`config.mk`:
```
export PLATFORM = sky130hd
export DESIGN_NAME = sdimb_core
export DESIGN_NICKNAME = d
export VERILOG_FILES = /design/src/sdimb_pkg.sv /design/src/sdimb_beat_if.sv /design/src/sdimb_core.sv /design/src/sdimb_fifo.sv
export SDC_FILE = /design/constraint.sdc
export NUM_CORES = 1
export LEC_CHECK = 0
export BUFFER_PORTS_ARGS = -buffer_cell sky130_fd_sc_hd__buf_2
export CORE_ASPECT_RATIO = 0.7
export CORE_MARGIN = 1
export CORE_UTILIZATION = 50
export DETAILED_ROUTE_END_ITERATION = 10
export PLACE_DENSITY_LB_ADDON = 0.2
export RECOVER_POWER = 100
export SYNTH_ARGS = -nofsm -noshare
export SYNTH_HDL_FRONTEND = slang
export SYNTH_HIERARCHICAL = 1
export SYNTH_SLANG_ARGS = --single-unit
export TNS_END_PERCENT = 30
```
`constraint.sdc`:
```
create_clock -name mclk_in -period 3.3 [get_ports mclk_in]
set_clock_uncertainty 0.2 [all_clocks]
set_input_delay 0.33 -clock mclk_in [delete_from_list [all_inputs] [get_ports mclk_in]]
set_output_delay 0.33 -clock mclk_in [all_outputs]
set_load 0.005 [all_outputs]
```
`src/sdimb_pkg.sv`:
```
// shared constants and types for the sdram init / mode / burst block
package sdimb_pkg;
  // widths
  localparam int ADDR_W = 12;
  localparam int COL_W  = 8;
  localparam int DATA_W = 16;
  // mode register field positions
  localparam int MODE_OPT_HI  = 11;
  localparam int MODE_OPT_LO  = 7;
  localparam int MODE_LAT_HI  = 6;
  localparam int MODE_LAT_LO  = 4;
  localparam int MODE_ORD_BIT = 3;
  localparam int MODE_LEN_HI  = 2;
  localparam int MODE_LEN_LO  = 0;
  localparam int BANK_BIT     = 11;
  localparam int ALLBANK_BIT  = 10;
  localparam logic [11:0] MODE_RESET = 12'h000;
  // field encodings
  localparam logic [2:0] LAT_2 = 3'h2;
  localparam logic [2:0] LAT_3 = 3'h3;
  localparam logic [2:0] LEN_1 = 3'h0;
  localparam logic [2:0] LEN_2 = 3'h1;
  localparam logic [2:0] LEN_4 = 3'h2;
  localparam logic [2:0] LEN_8 = 3'h3;
  localparam logic [2:0] LEN_FULL = 3'h7;
  localparam logic [4:0] OPT_BURST_WR  = 5'h00;
  localparam logic [4:0] OPT_SINGLE_WR = 5'h04;
  // timing
  localparam int CLK_MHZ        = 200;
  localparam int STAB_US        = 100;
  localparam int STAB_CYC       = STAB_US * CLK_MHZ;
  localparam int MODE_WAIT_CYC  = 2;
  localparam int INIT_REF_MIN   = 2;
  // command codes {cs_n, ras_n, cas_n, we_n}
  typedef enum logic [3:0] {
    SDIMB_CMD_NOP   = 4'h7,
    SDIMB_CMD_READ  = 4'h5,
    SDIMB_CMD_WRITE = 4'h4,
    SDIMB_CMD_ACT   = 4'h3,
    SDIMB_CMD_PRE   = 4'h2,
    SDIMB_CMD_REF   = 4'h1,
    SDIMB_CMD_MODE  = 4'h0
  } sdimb_cmd_t;
  // init progress
  typedef enum logic [2:0] {
    SDIMB_ST_STAB  = 3'h0,
    SDIMB_ST_PRE   = 3'h1,
    SDIMB_ST_SETUP = 3'h2,
    SDIMB_ST_READY = 3'h3,
    SDIMB_ST_ERROR = 3'h4
  } sdimb_init_t;
endpackage

```
`src/sdimb_beat_if.sv`:
```
// interface carrying burst beats from the sequencer into the fifo
`timescale 1ns/1ps
`default_nettype none
interface sdimb_beat_if #(parameter int WIDTH = 26);
  logic             valid;  // beat present
  logic             ready;  // sink can take it
  logic [WIDTH-1:0] data;   // packed beat
  modport src (output valid, output data, input ready);
  modport snk (input valid, input data, output ready);
endinterface
`default_nettype wire

```
`src/sdimb_core.sv`:
```
// sdram power-on checker, mode register and burst column generator
//
// What this block does
// - mode load accepted before or after refreshes
// - mode load captures all twelve address bits
// - fields: options, latency, order, length
// - beats tagged with read latency 2 or 3
// - length codes 1,2,4,8, full page sequential
// - order bit selects sequential or interleaved
// - options zero give burst read and write
// - single-write option writes one column only
// - first write beat on command clock
// - start column given, rest generated internally
// - sequential wraps inside aligned block
// - interleaved xors beat count into low bits
// - full page walks 256 columns wrapping
// - precharge a10 high closes both banks
`timescale 1ns/1ps
`default_nettype none
module sdimb_core #(
  parameter int STAB_CYCLES = sdimb_pkg::STAB_CYC,
  parameter int FIFO_DEPTH  = 16
) (
  input  wire logic                          mclk_in,
  input  wire logic                          rst_n_in,
  input  wire logic                          cs_n_in,
  input  wire logic                          ras_n_in,
  input  wire logic                          cas_n_in,
  input  wire logic                          we_n_in,
  input  wire logic                          clk_gate_in,
  input  wire logic [1:0]                    byte_mask_in,
  input  wire logic [sdimb_pkg::ADDR_W-1:0]  addr_in,
  input  wire logic                          beat_ready_in,
  output logic                               beat_valid_out,
  output logic                               beat_write_out,
  output logic                               beat_bank_out,
  output logic [sdimb_pkg::COL_W-1:0]        beat_col_out,
  output logic [2:0]                         beat_lat_out,
  output logic                               beat_last_out,
  output logic [sdimb_pkg::ADDR_W-1:0]       mode_out,
  output logic [1:0]                         bank_open_out,
  output logic                               ready_out,
  output logic                               busy_out,
  output logic                               seq_err_out,
  output logic                               mode_bad_out
);
  import sdimb_pkg::*;

  initial begin
    if (STAB_CYCLES < 1) $error("stabilisation count must be positive");
    if (FIFO_DEPTH < 2) $error("fifo depth too small");
  end

  // -----------------------------------------
  // command decode
  // -----------------------------------------
  localparam int BEAT_W = 1 + 1 + COL_W + 3 + 1;  // write, bank, col, lat, last
  sdimb_cmd_t cmd;           // decoded command this clock
  logic       is_mode;       // mode load strobe
  logic       is_pre;
  logic       is_ref;
  logic       is_act;
  logic       is_rd;
  logic       is_wr;
  logic       is_nop;        // nop, deselect or ras/cas high with we low
  assign cmd     = cs_n_in ? SDIMB_CMD_NOP
                 : sdimb_cmd_t'({1'b0, ras_n_in, cas_n_in, we_n_in});
  assign is_mode = (cmd == SDIMB_CMD_MODE);
  assign is_pre  = (cmd == SDIMB_CMD_PRE);
  assign is_ref  = (cmd == SDIMB_CMD_REF);
  assign is_act  = (cmd == SDIMB_CMD_ACT);
  assign is_rd   = (cmd == SDIMB_CMD_READ);
  assign is_wr   = (cmd == SDIMB_CMD_WRITE);
  assign is_nop  = (cmd == SDIMB_CMD_NOP) || (!cs_n_in && ras_n_in && cas_n_in && !we_n_in);

  // -----------------------------------------
  // mode register and field decode
  // -----------------------------------------
  logic [ADDR_W-1:0] mode_reg;   // loaded op code
  logic [4:0]        opt_field;
  logic [2:0]        read_latency_field;
  logic              burst_order_bit;
  logic [2:0]        burst_count_field;
  logic              mode_ok;    // candidate value is legal
  logic              lat_ok;
  logic              len_ok;
  logic              opt_ok;
  assign opt_field          = mode_reg[MODE_OPT_HI:MODE_OPT_LO];
  assign read_latency_field = mode_reg[MODE_LAT_HI:MODE_LAT_LO];
  assign burst_order_bit    = mode_reg[MODE_ORD_BIT];
  assign burst_count_field  = mode_reg[MODE_LEN_HI:MODE_LEN_LO];
  // legality of the value on the pins at a mode load
  assign lat_ok  = (addr_in[MODE_LAT_HI:MODE_LAT_LO] == LAT_2)
                || (addr_in[MODE_LAT_HI:MODE_LAT_LO] == LAT_3);
  assign len_ok  = (addr_in[MODE_LEN_HI:MODE_LEN_LO] <= LEN_8)
                || (addr_in[MODE_LEN_HI:MODE_LEN_LO] == LEN_FULL
                    && !addr_in[MODE_ORD_BIT]);
  assign opt_ok  = (addr_in[MODE_OPT_HI:MODE_OPT_LO] == OPT_BURST_WR)
                || (addr_in[MODE_OPT_HI:MODE_OPT_LO] == OPT_SINGLE_WR);
  assign mode_ok = lat_ok && len_ok && opt_ok;

  // -----------------------------------------
  // bank state: track open rows
  // -----------------------------------------
  logic [1:0] bank_open;
  always_ff @(posedge mclk_in or negedge rst_n_in) begin
    if (!rst_n_in) begin
      bank_open <= 2'h0;
    end else if (is_act) begin
      bank_open[addr_in[BANK_BIT]] <= 1'b1;
    end else if (is_pre) begin
      if (addr_in[ALLBANK_BIT]) begin
        bank_open <= 2'h0;
      end else begin
        bank_open[addr_in[BANK_BIT]] <= 1'b0;
      end
    end
  end

  // -----------------------------------------
  // power-on stabilisation: pins come from outside, three-stage sync
  // -----------------------------------------
  logic [2:0] gate_sync;   // gate and both masks anded, then synced
  logic       stab_level;  // agreed level of the stage pair
  always_ff @(posedge mclk_in or negedge rst_n_in) begin
    if (!rst_n_in) begin
      gate_sync  <= 3'h0;
      stab_level <= 1'b0;
    end else begin
      gate_sync <= {gate_sync[1:0], clk_gate_in & (&byte_mask_in)};
      if (gate_sync[2] == gate_sync[1]) begin
        stab_level <= gate_sync[2];
      end
    end
  end

  // -----------------------------------------
  // init sequencer
  // -----------------------------------------
  sdimb_init_t       init_st;
  logic [31:0]       stab_cnt;   // cycles with pins held high
  logic [1:0]        ref_cnt;    // saturating init refresh count
  logic              mode_done;  // mode loaded during init
  logic [1:0]        wait_cnt;   // post mode-load gap
  logic              seq_err;
  always_ff @(posedge mclk_in or negedge rst_n_in) begin
    if (!rst_n_in) begin
      stab_cnt <= 32'h0;
    end else if (!stab_level) begin
      stab_cnt <= 32'h0;
    end else if (stab_cnt < 32'(STAB_CYCLES)) begin
      stab_cnt <= stab_cnt + 32'h1;
    end
  end
  // advance on commands; any out-of-order command flags an error
  always_ff @(posedge mclk_in or negedge rst_n_in) begin
    if (!rst_n_in) begin
      init_st   <= SDIMB_ST_STAB;
      ref_cnt   <= 2'h0;
      mode_done <= 1'b0;
    end else begin
      case (init_st)
        SDIMB_ST_STAB: begin
          // masks must stay high for the whole wait
          if (!is_nop) begin
            init_st <= SDIMB_ST_ERROR;
          end else if (stab_cnt >= 32'(STAB_CYCLES)) begin
            init_st <= SDIMB_ST_PRE;
          end
        end
        SDIMB_ST_PRE: begin
          if (is_pre && addr_in[ALLBANK_BIT]) begin
            init_st <= SDIMB_ST_SETUP;
          end else if (!is_nop) begin
            init_st <= SDIMB_ST_ERROR;
          end
        end
        SDIMB_ST_SETUP: begin
          // refreshes and mode load in either order
          if (is_ref) begin
            if (ref_cnt != 2'h3) begin
              ref_cnt <= ref_cnt + 2'h1;
            end
          end else if (is_mode) begin
            mode_done <= 1'b1;
          end else if (!is_nop) begin
            init_st <= SDIMB_ST_ERROR;
          end
          if (mode_done && ref_cnt >= 2'(INIT_REF_MIN) && is_nop) begin
            init_st <= SDIMB_ST_READY;
          end
        end
        SDIMB_ST_READY: begin
          init_st <= SDIMB_ST_READY;
        end
        SDIMB_ST_ERROR: begin
          init_st <= SDIMB_ST_ERROR;
        end
        default: begin
          init_st <= SDIMB_ST_ERROR;
        end
      endcase
    end
  end
  // sticky violations: init error, mode load with open bank, command in gap
  always_ff @(posedge mclk_in or negedge rst_n_in) begin
    if (!rst_n_in) begin
      seq_err <= 1'b0;
    end else if (init_st == SDIMB_ST_ERROR) begin
      seq_err <= 1'b1;
    end else if (is_mode && bank_open != 2'h0) begin
      seq_err <= 1'b1;
    end else if (wait_cnt != 2'h0 && !is_nop) begin
      seq_err <= 1'b1;
    end
  end

  // -----------------------------------------
  // mode load: capture, gap timer, legality flag
  // -----------------------------------------
  always_ff @(posedge mclk_in or negedge rst_n_in) begin
    if (!rst_n_in) begin
      mode_reg <= MODE_RESET;
    end else if (is_mode && bank_open == 2'h0) begin
      mode_reg <= addr_in;
    end
  end
  always_ff @(posedge mclk_in or negedge rst_n_in) begin
    if (!rst_n_in) begin
      wait_cnt <= 2'h0;
    end else if (is_mode) begin
      wait_cnt <= 2'(MODE_WAIT_CYC - 1);
    end else if (wait_cnt != 2'h0) begin
      wait_cnt <= wait_cnt - 2'h1;
    end
  end
  // sticky: a mode load carried a reserved value, even one refused for an open bank
  always_ff @(posedge mclk_in or negedge rst_n_in) begin
    if (!rst_n_in) begin
      mode_bad_out <= 1'b0;
    end else if (is_mode && !mode_ok) begin
      mode_bad_out <= 1'b1;
    end
  end

  // -----------------------------------------
  // burst column generator
  // -----------------------------------------
  sdimb_beat_if #(.WIDTH(BEAT_W)) beat_bus ();
  logic             active;     // burst in progress
  logic             b_write;
  logic             b_bank;
  logic [COL_W-1:0] b_start;    // column given with command
  logic [COL_W-1:0] b_idx;      // beat count
  logic [COL_W-1:0] b_left;     // beats still to generate, current one included
  logic [COL_W-1:0] len_mask;   // low bits that wrap
  logic [COL_W-1:0] cur_col;
  logic [COL_W-1:0] cmd_len_m1; // length minus one for a new burst
  logic             start;
  logic             stall;
  logic             full_page;
  assign stall     = !beat_bus.ready;
  assign full_page = (burst_count_field == LEN_FULL);
  // wrap mask per length; full page wraps over all 256 columns
  always_comb begin
    case (burst_count_field)
      LEN_1:    len_mask = 8'h00;
      LEN_2:    len_mask = 8'h01;
      LEN_4:    len_mask = 8'h03;
      LEN_8:    len_mask = 8'h07;
      LEN_FULL: len_mask = 8'hFF;
      default:  len_mask = 8'h00;
    endcase
  end
  // single-write option forces a one-beat write
  assign cmd_len_m1 = (is_wr && opt_field == OPT_SINGLE_WR) ? 8'h00 : len_mask;
  // sequential adds modulo the block, interleaved xors the count
  assign cur_col = burst_order_bit
                 ? (b_start ^ (b_idx & len_mask))
                 : ((b_start & ~len_mask) | ((b_start + b_idx) & len_mask));
  // a new read or write restarts the burst; stalls hold position
  assign start = (is_rd || is_wr) && (init_st == SDIMB_ST_READY);
  always_ff @(posedge mclk_in or negedge rst_n_in) begin
    if (!rst_n_in) begin
      active  <= 1'b0;
      b_write <= 1'b0;
      b_bank  <= 1'b0;
      b_start <= 8'h00;
      b_idx   <= 8'h00;
      b_left  <= 8'h00;
    end else if (start && !stall) begin
      // first beat goes out this clock, so the next index is one
      b_write <= is_wr;
      b_bank  <= addr_in[BANK_BIT];
      b_start <= addr_in[COL_W-1:0];
      b_idx   <= 8'h01;
      b_left  <= cmd_len_m1;
      active  <= (cmd_len_m1 != 8'h00);
    end else if (active && !stall) begin
      b_idx  <= b_idx + 8'h01;
      b_left <= b_left - 8'h01;
      active <= (b_left != 8'h01);
    end
  end
  // beat into fifo: the command beat itself, or a generated one
  assign beat_bus.valid = start || active;
  assign beat_bus.data  = start
    ? {is_wr, addr_in[BANK_BIT], addr_in[COL_W-1:0], read_latency_field,
       cmd_len_m1 == 8'h00}
    : {b_write, b_bank, cur_col, read_latency_field, b_left == 8'h01};

  // -----------------------------------------
  // output fifo and registered outputs
  // -----------------------------------------
  logic              f_valid;
  logic [BEAT_W-1:0] f_data;
  logic              f_take;
  sdimb_fifo #(.WIDTH(BEAT_W), .DEPTH(FIFO_DEPTH)) u_fifo (
    .mclk_in      (mclk_in),
    .rst_n_in     (rst_n_in),
    .wr           (beat_bus),
    .rd_valid_out (f_valid),
    .rd_ready_in  (f_take),
    .rd_data_out  (f_data),
    .full_out     ()
  );
  // output stage register: refill when empty or being taken
  assign f_take = f_valid && (!beat_valid_out || beat_ready_in);
  always_ff @(posedge mclk_in or negedge rst_n_in) begin
    if (!rst_n_in) begin
      beat_valid_out <= 1'b0;
      beat_write_out <= 1'b0;
      beat_bank_out  <= 1'b0;
      beat_col_out   <= 8'h00;
      beat_lat_out   <= 3'h0;
      beat_last_out  <= 1'b0;
    end else if (!beat_valid_out || beat_ready_in) begin
      beat_valid_out <= f_valid;
      {beat_write_out, beat_bank_out, beat_col_out, beat_lat_out, beat_last_out} <= f_data;
    end
  end
  // status outputs
  always_ff @(posedge mclk_in or negedge rst_n_in) begin
    if (!rst_n_in) begin
      mode_out      <= MODE_RESET;
      bank_open_out <= 2'h0;
      ready_out     <= 1'b0;
      busy_out      <= 1'b0;
      seq_err_out   <= 1'b0;
    end else begin
      mode_out      <= mode_reg;
      bank_open_out <= bank_open;
      ready_out     <= (init_st == SDIMB_ST_READY);
      busy_out      <= active || full_page && start;
      seq_err_out   <= seq_err;
    end
  end
endmodule
`default_nettype wire

```
`src/sdimb_fifo.sv`:
```
// parameterised valid/ready fifo for burst beats
`timescale 1ns/1ps
`default_nettype none
module sdimb_fifo #(
  parameter int WIDTH = 26,
  parameter int DEPTH = 16
) (
  input  wire logic         mclk_in,
  input  wire logic         rst_n_in,
  sdimb_beat_if.snk         wr,
  output logic              rd_valid_out,
  input  wire logic         rd_ready_in,
  output logic [WIDTH-1:0]  rd_data_out,
  output logic              full_out
);
  // -----------------------------------------
  // storage and pointers
  // -----------------------------------------
  localparam int AW = $clog2(DEPTH);
  initial begin
    if (DEPTH < 2 || (1 << AW) != DEPTH) $error("depth must be a power of two");
  end
  logic [WIDTH-1:0] mem [DEPTH];  // beat storage
  logic [AW:0]      wptr;         // write pointer with wrap bit
  logic [AW:0]      rptr;         // read pointer with wrap bit
  logic             do_wr;
  logic             do_rd;
  logic             empty;
  assign empty        = (wptr == rptr);
  assign full_out     = (wptr[AW-1:0] == rptr[AW-1:0]) && (wptr[AW] != rptr[AW]);
  assign wr.ready     = !full_out;
  assign do_wr        = wr.valid && !full_out;
  assign rd_valid_out = !empty;
  assign do_rd        = rd_ready_in && !empty;
  assign rd_data_out  = mem[rptr[AW-1:0]];
  // write side
  always_ff @(posedge mclk_in or negedge rst_n_in) begin
    if (!rst_n_in) begin
      wptr <= '0;
    end else if (do_wr) begin
      wptr <= wptr + 1'b1;
    end
  end
  // storage has no reset; reads only valid entries
  always_ff @(posedge mclk_in) begin
    if (do_wr) begin
      mem[wptr[AW-1:0]] <= wr.data;
    end
  end
  // read side
  always_ff @(posedge mclk_in or negedge rst_n_in) begin
    if (!rst_n_in) begin
      rptr <= '0;
    end else if (do_rd) begin
      rptr <= rptr + 1'b1;
    end
  end
endmodule
`default_nettype wire

```
==> out/qor.yml, run 1 <==
period_share_pct: 87.92
min_to: "wait_cnt[0]$_DFFE_PN0P_"
synth_edf_count: 224
synth_area_sq_um: 14860
cp_max_fo: 20
r2r_end: "u_fifo/mem[11][7]$_DFFE_PP_"
fp.coreArea_sq_um: 29080
regArea_sq_um: 9960
antenna_found_initial: 0
max-slew-margin-rel_pct: 31.74
synth_ff_type: "edfxtp_1"
ys_ff_latch: 353
critPathBufInv: 2
antenna_cells: 0
syn_area_per_cell_sq_um: 15.56
cts_hold_buf: 16
tns_ns: 0
synth-adder-area-share_pct: 1.886
r2r_start: "init_st[0]$_DFFE_PN0P_"
filler_cell_count: 2303
whs_path_depth: 4
cp-end-kind: "register"
path_cells: "nand2_1 -> nor3b_4 -> clkbuf_1 -> nand2_1 -> o21ai_0 -> clkbuf_1"
status: "complete, no violations"
finalPower_mw: 9.474
cts_buffers: 35
die_area_sq_um: 30430
hpwl_mm: 19.60
die_w_microns: 208.1
r2r_slack_ns: 0.40
synth_xor_xnor_area_share_pct: 2.424
cp.arrival_ns: 2.94
vias: 8438
hold_viol: 0
grt_setup_unrepaired: "no"
ir_worst_vdd_uv: 380.4
clock_path_buffers: 3
cts_resized: 0
power_density_nw_per_um2: 567.4
fmax_ghz: 0.3447
cts_tree: "built"
first_global_vias: 8303
drc: 0
worstSetupStartpointType: "register"
multiInputGateArea_sq_um: 4493
final_nets: 1102
crit_family: "buffers and inverters"
synth_compound_area_share_pct: 5.758
syn2layout_area_growth_pct: 12.32
critPathKind: "register to register"
grt_pass1_wl_mm: 48.65
synth_top_family_by_area: "multiplexers"
maxCapViolCount: 0
synth_area_leaders: "edfxtp_1, dfrtp_1, mux4_2"
synthSimpleGateAreaFrac_pct: 9.739
initial_core_util_pct: 51.11
portBuffers: 54
wl_mm: 30.96
path_clk_slew_ns: 0.06
die_h_microns: 146.3
synth_mux_area_share_pct: 10.79
cpMaxStageDelayCell: "clkbuf_1"
min_period_ns: 2.901
drt_iter0_markers: 683
synth_fp_nets: 998
cts.sink_count: 353
critPathMaxStageDelay_ns: 0.76
cts-root-buf: "clkbuf_16"
final-max-slew-violation-count: 0
grt_max_degree: 84
setup_viol: 0
cts_htree_levels: 2
yosys.area.top_type: "edfxtp_1"
synth_top_area_share_pct: 45.25
overflow: 0
clock_latency_ns: 0.53
layout-drive-gt1-share_pct: 20.02
p_leak_nw: 6.266
routedWlPerCell_microns: 21.18
hp-class: "primary input to register"
worstHoldStart: "ras_n_in"
synth_commonest_cells: "edfxtp_1, dfrtp_1, nand2_1"
largest_reg_flops: 224
worst_r2r_path_depth: 6
vias_per_cell: 5.772
routabilityCongestion: 0.7977
placement_rows: 52
ys_seq_area_share_pct: 66.97
drtPass1Iterations: 5
tightest_slew_ns: 1.024
synth_warnings: 6
cp_data_required_time_ns: 3.34
synth_cell_type_count: 68
grt_usage_pct: 20.96
ant_nets: 0
ios: 55
postCtsSetupBuffers: 0
async_flop_share_pct: 36.54
netlist_instances: 955
yosysMostFrequentCell: "edfxtp_1"
## power breakdown
part	switching [mW]	total [mW]	internal, mW
registers	0.174	5.16	4.98
clock network	1.66	3.77	2.11
logic	0.324	0.546	0.222
## worst register-to-register path, stage by stage, from the launching register on
cell and delay, ns:
dfrtp_1 0.44, nand2_1 0.18, nor3b_4 0.31, clkbuf_1 0.76, nand2_1 0.11, o21ai_0 0.10, clkbuf_1 0.52
## per-layer routing
metal  global-route usage, %  wire, microns  up-vias  share of wire (%)
met5                       0              0        -                  0
met4                   5.481            567        0                1.8
met3                   3.033           1617       47                5.2
met2                   30.72          13740      221                 44
met1                   32.94          15030     4296                 49
li1                        -              -     3874                  -
## cells in the final DEF (no fill, tap or decap), types with 26 or more instances in the layout
master,n
clkbuf_1,32
nand2_1,73
o22ai_1,30
dfrtp_1,127
buf_2,37
o21ai_0,39
mux2_2,26
mux4_2,54
clkbuf_16,36
nor2_1,48
edfxtp_1,224
## logic make-up after synthesis
logic type               count (synthesis)
flip-flops                             353
adder cells (fa/ha/maj)                 22
AO/OA/AOI/OAI                          134
XOR/XNOR                                36
buffers and inverters                   56
multiplexers                            86
AND/OR/NAND/NOR                        268
## per-stage QoR
step / instances / utilization [%] / worst slack [ns] / hold slack, ns / cell area [sq um]
after global routing: 1462 / 57.41 / 0.2070 / 0.06038 / 16700
after floorplan: 955 / - / 0.1498 / -0.1656 / 14860
after global placement: 1384 / 53.97 / 0.5648 / 0.1373 / 15700
after detailed placement: 1384 / 53.97 / 0.5346 / 0.1379 / 15700
after CTS: 1462 / 58.25 / 0.5288 / 0.02746 / 16940
final: 1462 / 57.41 / 0.3987 / 0.05416 / 16700
## layout make-up
class                           count  share of cell area [%]
Sequential cell                   353                   59.65
Timing Repair Buffer              109                   3.792
Tap cell                          378                   2.833
Inverter                           14                  0.3147
Clock inverter                     20                  0.9068
Multi-Input combinational cell    546                   26.91
Clock buffer                       42                   5.591
## how the worst max path moves through the flow
stage / depth (start not counted) / from / slack [ns] / end
floorplan: 5 / cs_n_in / 0.15 / u_fifo/mem[0][0]$_DFFE_PP_
global placement: 8 / b_idx[0]$_DFFE_PN0P_ / 0.56 / u_fifo/mem[12][10]$_DFFE_PP_
detailed placement: 8 / b_idx[0]$_DFFE_PN0P_ / 0.53 / u_fifo/mem[12][10]$_DFFE_PP_
CTS: 8 / b_idx[0]$_DFFE_PN0P_ / 0.53 / u_fifo/mem[1][10]$_DFFE_PP_
global route: 6 / init_st[0]$_DFFE_PN0P_ / 0.21 / u_fifo/mem[2][6]$_DFFE_PP_
finish: 6 / init_st[0]$_DFFE_PN0P_ / 0.40 / u_fifo/mem[11][7]$_DFFE_PP_
No activity file was read; power rests on OpenSTA's default activity.
==> inputs of run 2 (changes only) <==
MAX_ROUTING_LAYER = met4   (was not set)
==> run 2 against run 1 <==
Register-to-register slack better by 0.02 ns; cell area is the same; combinational power about the same; largest power group unchanged.
==> out/qor.yml, run 2 (synthesis gave the netlist of run 1 again) <==
critPathKind: "register to register"
grt_usage_pct: 21.62  # +0.66 points
grt_pass1_wl_mm: 48.65  # unchanged
ant_nets: 0  # unchanged
final_nets: 1102  # unchanged
hold_viol: 0  # unchanged
setup_viol: 0  # unchanged
vias_per_cell: 5.756  # -0.26%
maxCapViolCount: 0  # unchanged
p_leak_nw: 6.266  # unchanged
grt_setup_unrepaired: "no"
wl_mm: 31.02  # +0.18%
first_global_vias: 8303  # unchanged
ios: 55  # unchanged
worstSetupStartpointType: "register"
cts-root-buf: "clkbuf_16"
status: "complete, no violations"
min_period_ns: 2.877  # -0.02436 ns
fmax_ghz: 0.3476  # +0.85%
cts.sink_count: 353  # unchanged
tns_ns: 0  # unchanged
clock_path_buffers: 3  # unchanged
max-slew-margin-rel_pct: 32.30  # +0.56 points
postCtsSetupBuffers: 0  # unchanged
critPathLaunch: "init_st[0]$_DFFE_PN0P_"
die_w_microns: 208.1  # unchanged
drc: 0  # unchanged
fp.coreArea_sq_um: 29080  # unchanged
clock_latency_ns: 0.53  # about the same
die_area_sq_um: 30430  # unchanged
r2r_start: "init_st[0]$_DFFE_PN0P_"
cts_tree: "built"
worstHoldStart: "ras_n_in"
hpwl_mm: 19.60  # unchanged
tightest_slew_ns: 1.016  # -0.008441 ns
final-max-slew-violation-count: 0  # unchanged
cts_hold_buf: 16  # unchanged
cp.arrival_ns: 2.92  # -0.02 ns
path_clk_slew_ns: 0.06  # about the same
initial_core_util_pct: 51.11  # unchanged
finish.utilization_pct: 57.41  # unchanged
hp-class: "primary input to register"
period_share_pct: 87.18  # -0.74 points
power_density_nw_per_um2: 567.3  # about the same
antenna_found_initial: 0  # unchanged
cp_max_fo: 20  # unchanged
grt_max_degree: 84  # unchanged
antenna_cells: 0  # unchanged
die_h_microns: 146.3  # unchanged
routabilityCongestion: 0.8091  # +1.4%
final_common_cell: "edfxtp_1"
cts_buffers: 35  # unchanged
cp-end-kind: "register"
filler_cell_count: 2303  # unchanged
cts_htree_levels: 2  # unchanged
placement_rows: 52  # unchanged
ir_worst_vdd_uv: 378.7  # -0.44%
final_cell_mix: "edfxtp_1, dfrtp_1, nand2_1"
largest_reg_flops: 224  # unchanged
layout-drive-gt1-share_pct: 20.02  # unchanged
routedWlPerCell_microns: 21.21  # +0.18%
syn2layout_area_growth_pct: 12.32  # unchanged
drt_iter0_markers: 712  # +4.2%
drtPass1Iterations: 5  # unchanged
overflow: 0  # unchanged
vias: 8416  # -0.26%
portBuffers: 54  # unchanged
cts_resized: 0  # unchanged
cp_data_required_time_ns: 3.34  # about the same
==> run 2: cell counts in the layout (fill, tap and decap cells not counted) <==
Identical to the previous run, type by type.
==> run 2: report_power, final <==
| part | switching, mW | internal [mW] | leakage [nW] |
|---|---|---|---|
| sequential | 0.175 | 4.98 | 3.77 |
| clock | 1.65 | 2.11 | 0.525 |
| combinational | 0.323 | 0.222 | 1.97 |
| total | 2.15 | 7.32 | 6.27 |
==> run 2: area by class of cell <==
cell class,count,area [sq um],share of cell area (%)
Sequential cell,353,9960,59.65
Multi-Input combinational cell,546,4493,26.91
Clock buffer,42,933.4,5.591
Timing Repair Buffer,109,633.1,3.792
Tap cell,378,473.0,2.833
Clock inverter,20,151.4,0.9068
Inverter,14,52.55,0.3147
==> run 2: worst paths after layout <==
| path | to | slack [ns] | cells past startpoint |
|---|---|---|---|
| min in group asynchronous | mode_reg[2]$_DFFE_PN0P_ | 0.24 | 2 |
| max reg2reg | u_fifo/mem[9][7]$_DFFE_PP_ | 0.42 | 6 |
| min reg2reg | gate_sync[1]$_DFF_PN0_ | 0.15 | 0 |
| min | wait_cnt[0]$_DFFE_PN0P_ | 0.05 | 4 |
| max in group asynchronous | bank_open[0]$_DFFE_PN0P_ | 1.24 | 3 |
| max | u_fifo/mem[9][7]$_DFFE_PP_ | 0.42 | 6 |
==> run 2: critical path, stage by stage, from the launching register on <==
cell and delay (ns):
dfrtp_1 0.44, nand2_1 0.18, nor3b_4 0.31, clkbuf_1 0.75, nand2_1 0.10, o21ai_0 0.10, clkbuf_1 0.51
==> run 2: metal layers <==
layer  global-route usage, %  wire length (microns)  part of all wire (%)  up-vias
met4                   5.481                    571                   1.8        0
met1                   32.96                  15260                    49     4290
met5                       -                      0                     0        -
met3                   3.033                   1446                   4.7       47
li1                        -                      -                     -     3875
met2                   30.69                  13740                    44      204
==> run 2: stage by stage <==
stage / power (mW) / cells / hold WS, ns / area [sq um] / setup slack, ns
after floorplan: 5.507 / 955 / -0.1656 / 14860 / 0.1498
after global placement: 5.786 / 1384 / 0.1373 / 15700 / 0.5648
after detailed placement: 5.803 / 1384 / 0.1379 / 15700 / 0.5346
after CTS: 9.596 / 1462 / 0.02746 / 16940 / 0.5288
after global routing: 9.836 / 1462 / 0.06038 / 16700 / 0.2080
final: 9.471 / 1462 / 0.05490 / 16700 / 0.4231
